## src/rsel_pkg.sv

```systemverilog
/*
 * Package for the raw status and event latch bank: register indices,
 * field positions, widths and the carrier structs for the source signals.
 * Assumes a Wishbone classic slave with 32-bit data and word addressing.
 */
package rsel_pkg;

    // ********************************************************
    // Register indices (byte address is four times the index)
    // ********************************************************
    localparam logic [15:0] IDX_DRV_OFF = 16'h188d;
    localparam logic [15:0] IDX_THERMAL = 16'h188e;
    localparam logic [15:0] IDX_PIN_LO = 16'h1890;
    localparam logic [15:0] IDX_PIN_MID = 16'h1891;
    localparam logic [15:0] IDX_PIN_HI = 16'h1892;
    localparam logic [15:0] IDX_LOG_NE = 16'h1895;
    localparam logic [15:0] IDX_LOG_FULL = 16'h1896;
    localparam logic [15:0] IDX_LOG_WM = 16'h1897;
    localparam logic [15:0] IDX_DMA = 16'h1898;
    localparam logic [15:0] IDX_BUSY = 16'h189d;
    localparam logic [15:0] IDX_SYS_LATCH = 16'h1900;
    localparam logic [15:0] IDX_LOOP_LATCH = 16'h1901;
    localparam logic [15:0] IDX_ACC_LATCH = 16'h1905;
    localparam logic [15:0] IDX_JACK_LATCH = 16'h1906;
    localparam logic [15:0] IDX_CONV_LATCH = 16'h1908;
    localparam logic [15:0] IDX_REQ_LATCH = 16'h190a;

    // ********************************************************
    // Field positions
    // ********************************************************
    localparam int BIT_THERM_WARN = 2;
    localparam int BIT_THERM_LIMIT = 1;
    localparam int BIT_SHUTDOWN = 0;
    localparam int BIT_CLASH = 15;
    localparam int BIT_HOSTERR = 12;
    localparam int BIT_CLKFAIL = 9;
    localparam int BIT_BOOT = 7;
    localparam int BIT_LOOP_LO = 8;
    localparam int BIT_ACC = 8;
    localparam int BIT_PHONES = 0;
    localparam int BIT_CLAMP_FALL = 5;
    localparam int BIT_CLAMP_RISE = 4;
    localparam int BIT_JACK2_FALL = 3;
    localparam int BIT_JACK2_RISE = 2;
    localparam int BIT_JACK1_FALL = 1;
    localparam int BIT_JACK1_RISE = 0;
    localparam int BIT_CONV_LO = 8;
    localparam int BIT_RANGE_LO = 0;

    localparam int REG_W = 16;
    localparam int PIN_HI_W = 8;
    localparam logic [15:0] REG_RESET = 16'h0000;

    // ********************************************************
    // Carriers
    // ********************************************************
    typedef struct packed {
        logic [7:0] drv_off_done;   // Spk R/L, phones 3R..1L
        logic spk_thermal_warning;
        logic spk_thermal_limit;
        logic spk_shutdown_done;
        logic [39:0] pin_level;
        logic [7:0] log_has_entries;
        logic [7:0] log_full_flag;
        logic [7:0] log_level_reached;
        logic [6:0] proc_transfers_done;
        logic [6:0] proc_active;
    } rsel_raw_t;

    typedef struct packed {
        logic shared_memory_clash;
        logic host_port_error;
        logic main_clock_failure;
        logic startup_finished;
        logic [2:0] loop_lock;
        logic accessory_event;      // One-cycle detection pulse
        logic phones_detect_done;
        logic clamp_active;
        logic jack2;
        logic jack1;
        logic [3:0] converter_lock; // C2I2, C2I1, C1I2, C1I1
        logic [1:0] range_ctrl_signal;
        logic [15:0] proc_request;
    } rsel_evt_t;

endpackage

```

## src/rsel_bank.sv

```systemverilog
/*
 * Raw status registers and write-one-to-clear latches, edge-detected except the level-set accessory event bit.
 * Assumes sources synchronous to clk_i and a classic Wishbone master.
 */
// Operation
// - Driver disable-done bits read 0 while sequence runs, 1 when done.
// - Thermal bit 2 reads 1 while warning threshold exceeded.
// - Thermal bit 1 reads 1 while shutdown threshold exceeded.
// - Thermal bit 0 reads 1 once speaker shutdown has completed.
// - Pins 1..40 read over three registers, pin n at bit (n-1) mod 16.
// - Log not-empty bit n-1 reads 1 while log n has entries.
// - Log full bit n-1 reads 1 while log n is full.
// - Log watermark bit n-1 reads 1 while level reached.
// - DMA bit n-1 reads 1 when processor buffers are all done.
// - Busy bit n-1 reads 1 while processor n is busy.
// - Writing 1 to a latch bit clears it.
// - Bit 15 of system latch sets on memory clash rising edge.
// - System latch bits 12, 9, 7 set on rising edges.
// - Loop lock latches bits 10..8 set on both edges.
// - Bit 8 sets on accessory event; bit 0 on phones-detect rise.
// - Clamp bit 5 sets on falling, bit 4 on rising edge.
// - Jack 2 fall/rise at bits 3/2, jack 1 at bits 1/0.
// - Converter lock bits 11..8 set on both edges.
// - Range controller signal bits 1, 0 set on both edges.
// - Request n sets bit n-1 on rising edge.
`timescale 1ns/1ps

module rsel_bank #(
    parameter int ADR_W = 16
) (
    input wire logic clk_i,
    input wire logic rst_i,
    input wire logic ce_i,
    input wire logic wb_cyc_i,
    input wire logic wb_stb_i,
    input wire logic wb_we_i,
    input wire logic [ADR_W-1:0] wb_adr_i,
    input wire logic [3:0] wb_sel_i,
    input wire logic [31:0] wb_dat_i,
    output logic [31:0] wb_dat_o,
    output logic wb_ack_o,
    input wire rsel_pkg::rsel_raw_t raw_i,
    input wire rsel_pkg::rsel_evt_t evt_i
);

    // ********************************************************
    // Raw status capture
    // ********************************************************
    rsel_pkg::rsel_raw_t raw;

    // Registered so reads see a stable sample; writes never touch it
    always_ff @(posedge clk_i) begin
        if (rst_i) begin
            raw <= '0;
        end else if (ce_i) begin
            raw <= raw_i;
        end
    end

    // ********************************************************
    // Edge detection
    // ********************************************************
    rsel_pkg::rsel_evt_t evt_q;
    rsel_pkg::rsel_evt_t rise;
    rsel_pkg::rsel_evt_t fall;

    // Previous copy of every source
    always_ff @(posedge clk_i) begin
        if (rst_i) begin
            evt_q <= '0;
        end else if (ce_i) begin
            evt_q <= evt_i;
        end
    end

    assign rise = evt_i & ~evt_q;
    assign fall = ~evt_i & evt_q;

    // Set vectors of each latch register
    logic [15:0] set_sys;
    logic [15:0] set_loop;
    logic [15:0] set_acc;
    logic [15:0] set_jack;
    logic [15:0] set_conv;
    logic [15:0] set_req;

    // Map sources onto latch bit positions
    always_comb begin
        set_sys = '0;
        set_sys[rsel_pkg::BIT_CLASH] = rise.shared_memory_clash;
        set_sys[rsel_pkg::BIT_HOSTERR] = rise.host_port_error;
        set_sys[rsel_pkg::BIT_CLKFAIL] = rise.main_clock_failure;
        set_sys[rsel_pkg::BIT_BOOT] = rise.startup_finished;
        set_loop = '0;
        set_loop[rsel_pkg::BIT_LOOP_LO +: 3] =
            rise.loop_lock | fall.loop_lock;
        set_acc = '0;
        // Pulse source: any high cycle is an event, no edge needed
        set_acc[rsel_pkg::BIT_ACC] = evt_i.accessory_event;
        set_acc[rsel_pkg::BIT_PHONES] = rise.phones_detect_done;
        set_jack = '0;
        set_jack[rsel_pkg::BIT_CLAMP_FALL] = fall.clamp_active;
        set_jack[rsel_pkg::BIT_CLAMP_RISE] = rise.clamp_active;
        set_jack[rsel_pkg::BIT_JACK2_FALL] = fall.jack2;
        set_jack[rsel_pkg::BIT_JACK2_RISE] = rise.jack2;
        set_jack[rsel_pkg::BIT_JACK1_FALL] = fall.jack1;
        set_jack[rsel_pkg::BIT_JACK1_RISE] = rise.jack1;
        set_conv = '0;
        set_conv[rsel_pkg::BIT_CONV_LO +: 4] =
            rise.converter_lock | fall.converter_lock;
        set_conv[rsel_pkg::BIT_RANGE_LO +: 2] =
            rise.range_ctrl_signal | fall.range_ctrl_signal;
        set_req = rise.proc_request;
    end

    // ********************************************************
    // Bus decode
    // ********************************************************
    logic req;
    logic wr_hit;
    logic [15:0] wmask;

    assign req = wb_cyc_i && wb_stb_i && !wb_ack_o;
    assign wr_hit = req && wb_we_i;
    // Only lanes 0 and 1 carry register bits
    assign wmask = wb_dat_i[15:0] & {{8{wb_sel_i[1]}}, {8{wb_sel_i[0]}}};

    // Clear vector for one latch index
    function automatic logic [15:0] clr_for(input logic [15:0] idx);
        clr_for = (wr_hit && wb_adr_i == idx[ADR_W-1:0]) ? wmask : '0;
    endfunction

    // ********************************************************
    // Latch registers
    // ********************************************************
    localparam int NLATCH = 6;
    localparam logic [15:0] LATCH_IDX [NLATCH] = '{
        rsel_pkg::IDX_SYS_LATCH, rsel_pkg::IDX_LOOP_LATCH,
        rsel_pkg::IDX_ACC_LATCH, rsel_pkg::IDX_JACK_LATCH,
        rsel_pkg::IDX_CONV_LATCH, rsel_pkg::IDX_REQ_LATCH};

    logic [15:0] set_v [NLATCH];
    logic [15:0] latch [NLATCH];

    assign set_v[0] = set_sys;
    assign set_v[1] = set_loop;
    assign set_v[2] = set_acc;
    assign set_v[3] = set_jack;
    assign set_v[4] = set_conv;
    assign set_v[5] = set_req;

    // One sticky register per index; set wins so no event is lost
    for (genvar g = 0; g < NLATCH; g++) begin : g_latch
        always_ff @(posedge clk_i) begin
            if (rst_i) begin
                latch[g] <= rsel_pkg::REG_RESET;
            end else if (ce_i) begin
                latch[g] <= (latch[g] & ~clr_for(LATCH_IDX[g]))
                    | set_v[g];
            end
        end
    end

    // ********************************************************
    // Read mux and acknowledge
    // ********************************************************
    logic [15:0] next_rd;

    // Unmapped indices read zero and still acknowledge
    always_comb begin
        next_rd = '0;
        case (wb_adr_i)
            rsel_pkg::IDX_DRV_OFF[ADR_W-1:0]:
                next_rd = {8'h00, raw.drv_off_done};
            rsel_pkg::IDX_THERMAL[ADR_W-1:0]: begin
                next_rd[rsel_pkg::BIT_THERM_WARN] =
                    raw.spk_thermal_warning;
                next_rd[rsel_pkg::BIT_THERM_LIMIT] =
                    raw.spk_thermal_limit;
                next_rd[rsel_pkg::BIT_SHUTDOWN] = raw.spk_shutdown_done;
            end
            rsel_pkg::IDX_PIN_LO[ADR_W-1:0]:
                next_rd = raw.pin_level[15:0];
            rsel_pkg::IDX_PIN_MID[ADR_W-1:0]:
                next_rd = raw.pin_level[31:16];
            rsel_pkg::IDX_PIN_HI[ADR_W-1:0]:
                next_rd = {8'h00, raw.pin_level[39:32]};
            rsel_pkg::IDX_LOG_NE[ADR_W-1:0]:
                next_rd = {8'h00, raw.log_has_entries};
            rsel_pkg::IDX_LOG_FULL[ADR_W-1:0]:
                next_rd = {8'h00, raw.log_full_flag};
            rsel_pkg::IDX_LOG_WM[ADR_W-1:0]:
                next_rd = {8'h00, raw.log_level_reached};
            rsel_pkg::IDX_DMA[ADR_W-1:0]:
                next_rd = {9'h000, raw.proc_transfers_done};
            rsel_pkg::IDX_BUSY[ADR_W-1:0]:
                next_rd = {9'h000, raw.proc_active};
            rsel_pkg::IDX_SYS_LATCH[ADR_W-1:0]: next_rd = latch[0];
            rsel_pkg::IDX_LOOP_LATCH[ADR_W-1:0]: next_rd = latch[1];
            rsel_pkg::IDX_ACC_LATCH[ADR_W-1:0]: next_rd = latch[2];
            rsel_pkg::IDX_JACK_LATCH[ADR_W-1:0]: next_rd = latch[3];
            rsel_pkg::IDX_CONV_LATCH[ADR_W-1:0]: next_rd = latch[4];
            rsel_pkg::IDX_REQ_LATCH[ADR_W-1:0]: next_rd = latch[5];
            default: next_rd = '0;
        endcase
    end

    // One-cycle answer; ack drops the cycle after it is given
    always_ff @(posedge clk_i) begin
        if (rst_i) begin
            wb_ack_o <= 1'b0;
            wb_dat_o <= '0;
        end else if (ce_i) begin
            wb_ack_o <= req;
            wb_dat_o <= req ? {16'h0000, next_rd} : '0;
        end
    end

    // ********************************************************
    // Raw readback checks
    // ********************************************************
    // Read data is the copy registered one cycle before the answer
    logic rd_req;

    assign rd_req = req && !wb_we_i;
endmodule // rsel_bank

```

## config.mk

```make
export PLATFORM = sky130hd
export DESIGN_NAME = rsel_bank
export DESIGN_NICKNAME = d
export VERILOG_FILES = /design/src/rsel_pkg.sv /design/src/rsel_bank.sv
export SDC_FILE = /design/constraint.sdc
export NUM_CORES = 1
export LEC_CHECK = 0
export BUFFER_PORTS_ARGS = -buffer_cell sky130_fd_sc_hd__buf_2
export CORE_ASPECT_RATIO = 1.75
export CORE_MARGIN = 1
export CORE_UTILIZATION = 45
export CTS_CLUSTER_DIAMETER = 100
export DETAILED_ROUTE_END_ITERATION = 7
export PLACE_DENSITY_LB_ADDON = 0.12
export SYNTH_ARGS = -nofsm -noshare
export SYNTH_HDL_FRONTEND = slang
export SYNTH_SLANG_ARGS = --single-unit
```

## constraint.sdc

```tcl
create_clock -name clk_i -period 4 [get_ports clk_i]
set_input_delay 0.6 -clock clk_i [delete_from_list [all_inputs] [get_ports clk_i]]
set_output_delay 0.6 -clock clk_i [all_outputs]
set_load 0.03 [all_outputs]
```

Word level (Yosys, flattened, before mapping)
Memories as Yosys holds them, arrays and structs flattened.
Cells that the tools add are included.
- memories: 1
- register bits after elaboration: 156
- memory bits (writable): 96
- word-level logic and storage cells: 104
- input bits: 181
- memories (memory ; words ; bits a word ; read ports ; clocked after memory_dff ; wr ports ; RTL line ; RTL):
    latch ; 6 ; 16 ; 6 ; 0 ; 6 ; rsel_bank.sv:143 ; logic [15:0] latch [NLATCH];
- equality and inequality tests: 16
- reduce and logical (&&, ||, !) cells: 10
- muxes and demuxes: 20
- bitwise operators: 32
- operators with widths (cell ; number):
    $eq A16 B13 Y1 const B ; 16
    $mux W16 ; 13
    $pmux W13 S15 ; 1
    $and A16 B16 Y16 ; 7
    $not A16 Y16 ; 6
    $pmux W3 S16 ; 1
    $and A34 B34 Y34 ; 1
    $not A34 Y34 ; 1
    $or A16 B16 Y16 ; 2
    $and A30 B30 Y30 ; 1
    $not A30 Y30 ; 1
    $or A16 B11 Y16 ; 1
    $or A16 B12 Y16 ; 1
    $or A16 B6 Y16 ; 1
    $or A16 B9 Y16 ; 1
    $logic_and A1 B1 Y1 ; 9
    $or A1 B1 Y1 ; 6
    $mux W1 ; 5
    $or A4 B4 Y4 ; 1
    $or A3 B3 Y3 ; 1
    $or A2 B2 Y2 ; 1
    $logic_not A1 Y1 ; 1

Longest topological paths before layout
- word-level depth: 9
- gate-level depth with buffers: 9

Worst setup path before layout
Ideal clock, no wire load.
- path type: input to register
- start point: in ce_i
- end point: mem latch[0][0] (enable)
- path buffers: 2
- cell stages on the path: 4
- data arrival time: 3.082 ns
- slack: 0.469 ns
- setup time: 0.449 ns
- data required time: 3.551 ns
- cell sequence: clkbuf_1 > nor2_1 > clkbuf_1 > inv_1
- RTL lines (item ; RTL line ; RTL):
    from (decl) ; rsel_bank.sv:33 ; input wire logic ce_i,
    to (decl) ; rsel_bank.sv:143 ;

Worst setup path after layout
- start point: in wb_adr_i[5]
- end point: reg wb_dat_o[6]
- longest elaborated chain between the ends: 3
- elaborated cells between the ends (all ways): 17
- those cells by class: 15 x eq/ne; 2 x mux
- RTL lines (item ; RTL line ; RTL):
    from (decl) ; rsel_bank.sv:37 ; input wire logic [ADR_W-1:0] wb_adr_i,
    $eq A16 B13 Y1 ; rsel_bank.sv:172 ; case (wb_adr_i)
    $pmux W13 S15 (*) ; rsel_bank.sv:172 ;
    $mux W16 (*) ; rsel_bank.sv:215 ; wb_dat_o <= req ? {16'h0000, next_rd} : '0;
    to (signal assigned) ; rsel_bank.sv:215 ;
    to (decl) ; rsel_bank.sv:40 ; output logic [31:0] wb_dat_o,
Every way passes the cells marked *; elsewhere a longest branch is shown, timed or not.
A chain may end at the register's enable or synchronous reset.

==> out/qor.csv <==
stage;metric;value;unit
clock_tree;clock slew at reported path FFs;70;ps
final_layout;fill count;2260;
die;number of core rows;75;
synth;sequential cell area fraction in the yosys report;51.5;%
place;Detail Placement HPWL;23.4;mm
die;Die Y;209;um
hold_path;path category of the worst min-delay check;in -> reg;
critical_path;Max stage delay cell, worst path;or4b_1;
final_layout;design area;12900;sq um
route;met2 wire len;16.3;mm
final_layout;Antenna Diode Count;0;
job;max capacitance violation total;0;
grt;Overflow after GRT;0;
critical_path;worst r2r path cells;5;
critical_path;Critical Path Sink Type;flip-flop;
clock_tree;clock tree from TritonCTS;yes;
critical_path;minimum setup slack among reg-to-reg paths;1620;ps
grt;antenna violations before repair;0;
sta;worst slew margin relative to its limit;34.5;%
place;placed standard-cell area;12100;sq um
route;number of DRC markers in iteration 0;560;
route;DRC errors left;0;
route;post-route ant nets;0;
route;sum of routed wire length over all layers;32.2;mm
sta;number of failing hold endpoints at the final stage;0;
route;Highest Signal Layer;met4;
place;Port Buffers;179;
die;Die Width;120;um
sta;share of the clock period used by the worst path after layout;70.2;%
die;top-level I/O count;214;
die;Starting Density;45.8;%
synth;Netlist cell types;61;
final_layout;layout cell share with drive strength beyond 1;23.4;%
synth;number of synthesized register bits;235;
power;ratio of total power to cell area;418;nW/um^2
clock_tree;buffers inserted by post-CTS timing repair;0;
sta;Final setup violation count;0;
final_layout;number of nets in the final layout;1365;
route;detailed-route wire length per cell;21.3;um
place;Final Wtd Congestion;0.869;
synth;Post-Synthesis Cells;1029;
power;leakage dissipation;0.00568;uW
synth;Synth Flop Type;dfxtp_1;
clock_tree;clock root cell;clkbuf_16;
sta;clock period minus final worst setup slack;2810;ps
die;overall die area;25100;sq um
grt;pin count of the biggest net entering global routing;57;
synth;average instance area after synthesis;10.7;sq um
critical_path;Critical Setup Path Class;in -> reg;
final_layout;growth of design area from synthesis to finish;17.2;%
sta;slew of the pin with the lowest slew margin;982;ps
route;DR vias/cell;5.70;
critical_path;crit-path max FO;15;
critical_path;data required time at the worst endpoint;4430;ps
sta;total negative setup slack;0;ps
route;met3 WL;1.74;mm
route;number of search-and-repair iterations in the first detailed-routing pass;5;
status;run status;finished clean;
clock_tree;number of buffers added to fix hold violations after cts;0;
synth;Synth Cell Area;11000;sq um
clock_tree;Max Buffers Root-to-Sink;3;
sta;number of max-slew violations in the final report;0;
sta;setup repair after global routing missed its margin;no;
sta;clock skew;11.3;ps
synth;Post-synth EDFFs;96;
clock_tree;Sink Count;235;
grt;overall fraction of global-route tracks in use;25.7;%
die;Core ar.;24000;sq um
critical_path;cells along the critical path;buf_2 -> or4b_1 -> buf_4 -> or3_1 -> nor2_2 -> o2bb2ai_1 -> nand3_2 -> a32oi_1;
power;worst-case vdd ir drop;0.366;mV
synth;async set-reset flop share out of synthesis;0;%
synth;total number of yosys warnings;0;
grt;wire length of the first global-routing pass;49.6;mm
clock_tree;maximum level of the CTS H-tree;1;
grt;vias in the first global route;8629;
hold_path;worst hold path stage count;3;
sta;highest clock frequency the design can meet;0.356;GHz
critical_path;CP arrival;3240;ps
route;detailed-routing wirelength on met1;13.1;mm
clock_tree;worst-skew pair later-pin latency;520;ps
critical_path;maximum cell stage delay along the critical path;670;ps
route;via count of the routed design;8603;
clock_tree;Gates resized, CTS repair;0;
clock_tree;clock buffer count from CTS;23;
critical_path;type of element launching the critical path;primary input;
power breakdown:
group	switching, uW	internal, uW	leakage (uW)
Clock	939	1230	0.000390
Combinational	287	201	0.00309
Sequential	85.3	2640	0.00221
logic make-up (layout without fill, tap and decap cells):
kind of cell	after synthesis	count (layout)	share of synthesized area, %
xor+xnor	9	9	0.716
simple gates	315	315	15.4
flops	235	235	51.5
other cells	1	16	0.0341
mux	135	135	12.4
compound gates	241	241	15.9
buf+inv	93	250	4.08
synth_stat cells, drive strengths merged (8+ instances only):
library cell | count | area [sq um]
a21oi | 58 | 290
a221oi | 17 | 149
a22o | 16 | 140
a22oi | 36 | 275
a32oi | 8 | 70.1
and3 | 15 | 93.8
buf | 48 | 280
clkbuf | 43 | 161
dfxtp | 139 | 2780
edfxtp | 96 | 2880
mux2i | 128 | 1280
nand2 | 67 | 254
nand2b | 30 | 188
nand3 | 10 | 55.1
nor2 | 138 | 521
nor4 | 13 | 250
o211a | 44 | 440
o21ai | 42 | 210
or4b | 8 | 87.6
xnor2 | 9 | 78.8
routing by layer:
metal  up-vias  track usage, %
met5         -               0
met4         0            8.56
met3        53            3.30
met2       278            45.7
met1      4182            31.8
li1       4090               -
per-stage QoR:
stage               hold WS [ps]  instances  worst slack (ps)  power (uW)  util, %
detailed placement           445       1467               701        3270     50.5
CTS                          309       1509              1230        5430     53.7
global placement             443       1467               722        3260     50.5
finish                       321       1509              1190        5380     53.7
global route                 326       1509              1110        5580     53.7
floorplan                    451       1044               469        3070        -
final timing paths:
check,end,start
worst max-delay path,wb_dat_o[6],wb_adr_i[5]
worst min-delay path,raw[79],raw_i[79]
worst max register to register,latch[4][9],wb_ack_o
worst min register to register,wb_dat_o[10],wb_dat_o[10]
state kept, by name (all words and copies together), names as in the netlist:
signal,cells
wb_ack_o,1
wb_dat_o,16
evt_q,33
latch,96
raw,89
placed cells by master, fill, tap and decap left out, types with 10 or more instances in the layout:
master and count:
buf_2 177, dfxtp_1 139, nor2_1 137, mux2i_1 128, edfxtp_1 96, nand2_1 66
a21oi_1 58, o211a_1 44, a22oi_1 35, o21ai_0 33, nand2b_1 30, buf_4 27
clkbuf_16 25, a221oi_1 17, a22o_1 16, conb_1 16, and3_1 15, nor4_4 10
cell type report:
type | count | area [sq um] | area share (%)
clock buffers | 31 | 698 | 5.41
clock inverters | 11 | 63.8 | 0.495
inverters | 2 | 8.76 | 0.0679
multi-input cells | 716 | 4950 | 38.4
flip-flops and latches | 235 | 5670 | 43.9
well taps | 308 | 385 | 2.99
repair buffers | 206 | 1120 | 8.68
critical path: cells and delay by family:
| family | cells | cell delay [ps] |
|---|---|---|
| compound gates | 2 | 490 |
| buf+inv | 2 | 390 |
| simple gates | 4 | 1740 |
Note: power is estimated with default switching activity, not from simulation.
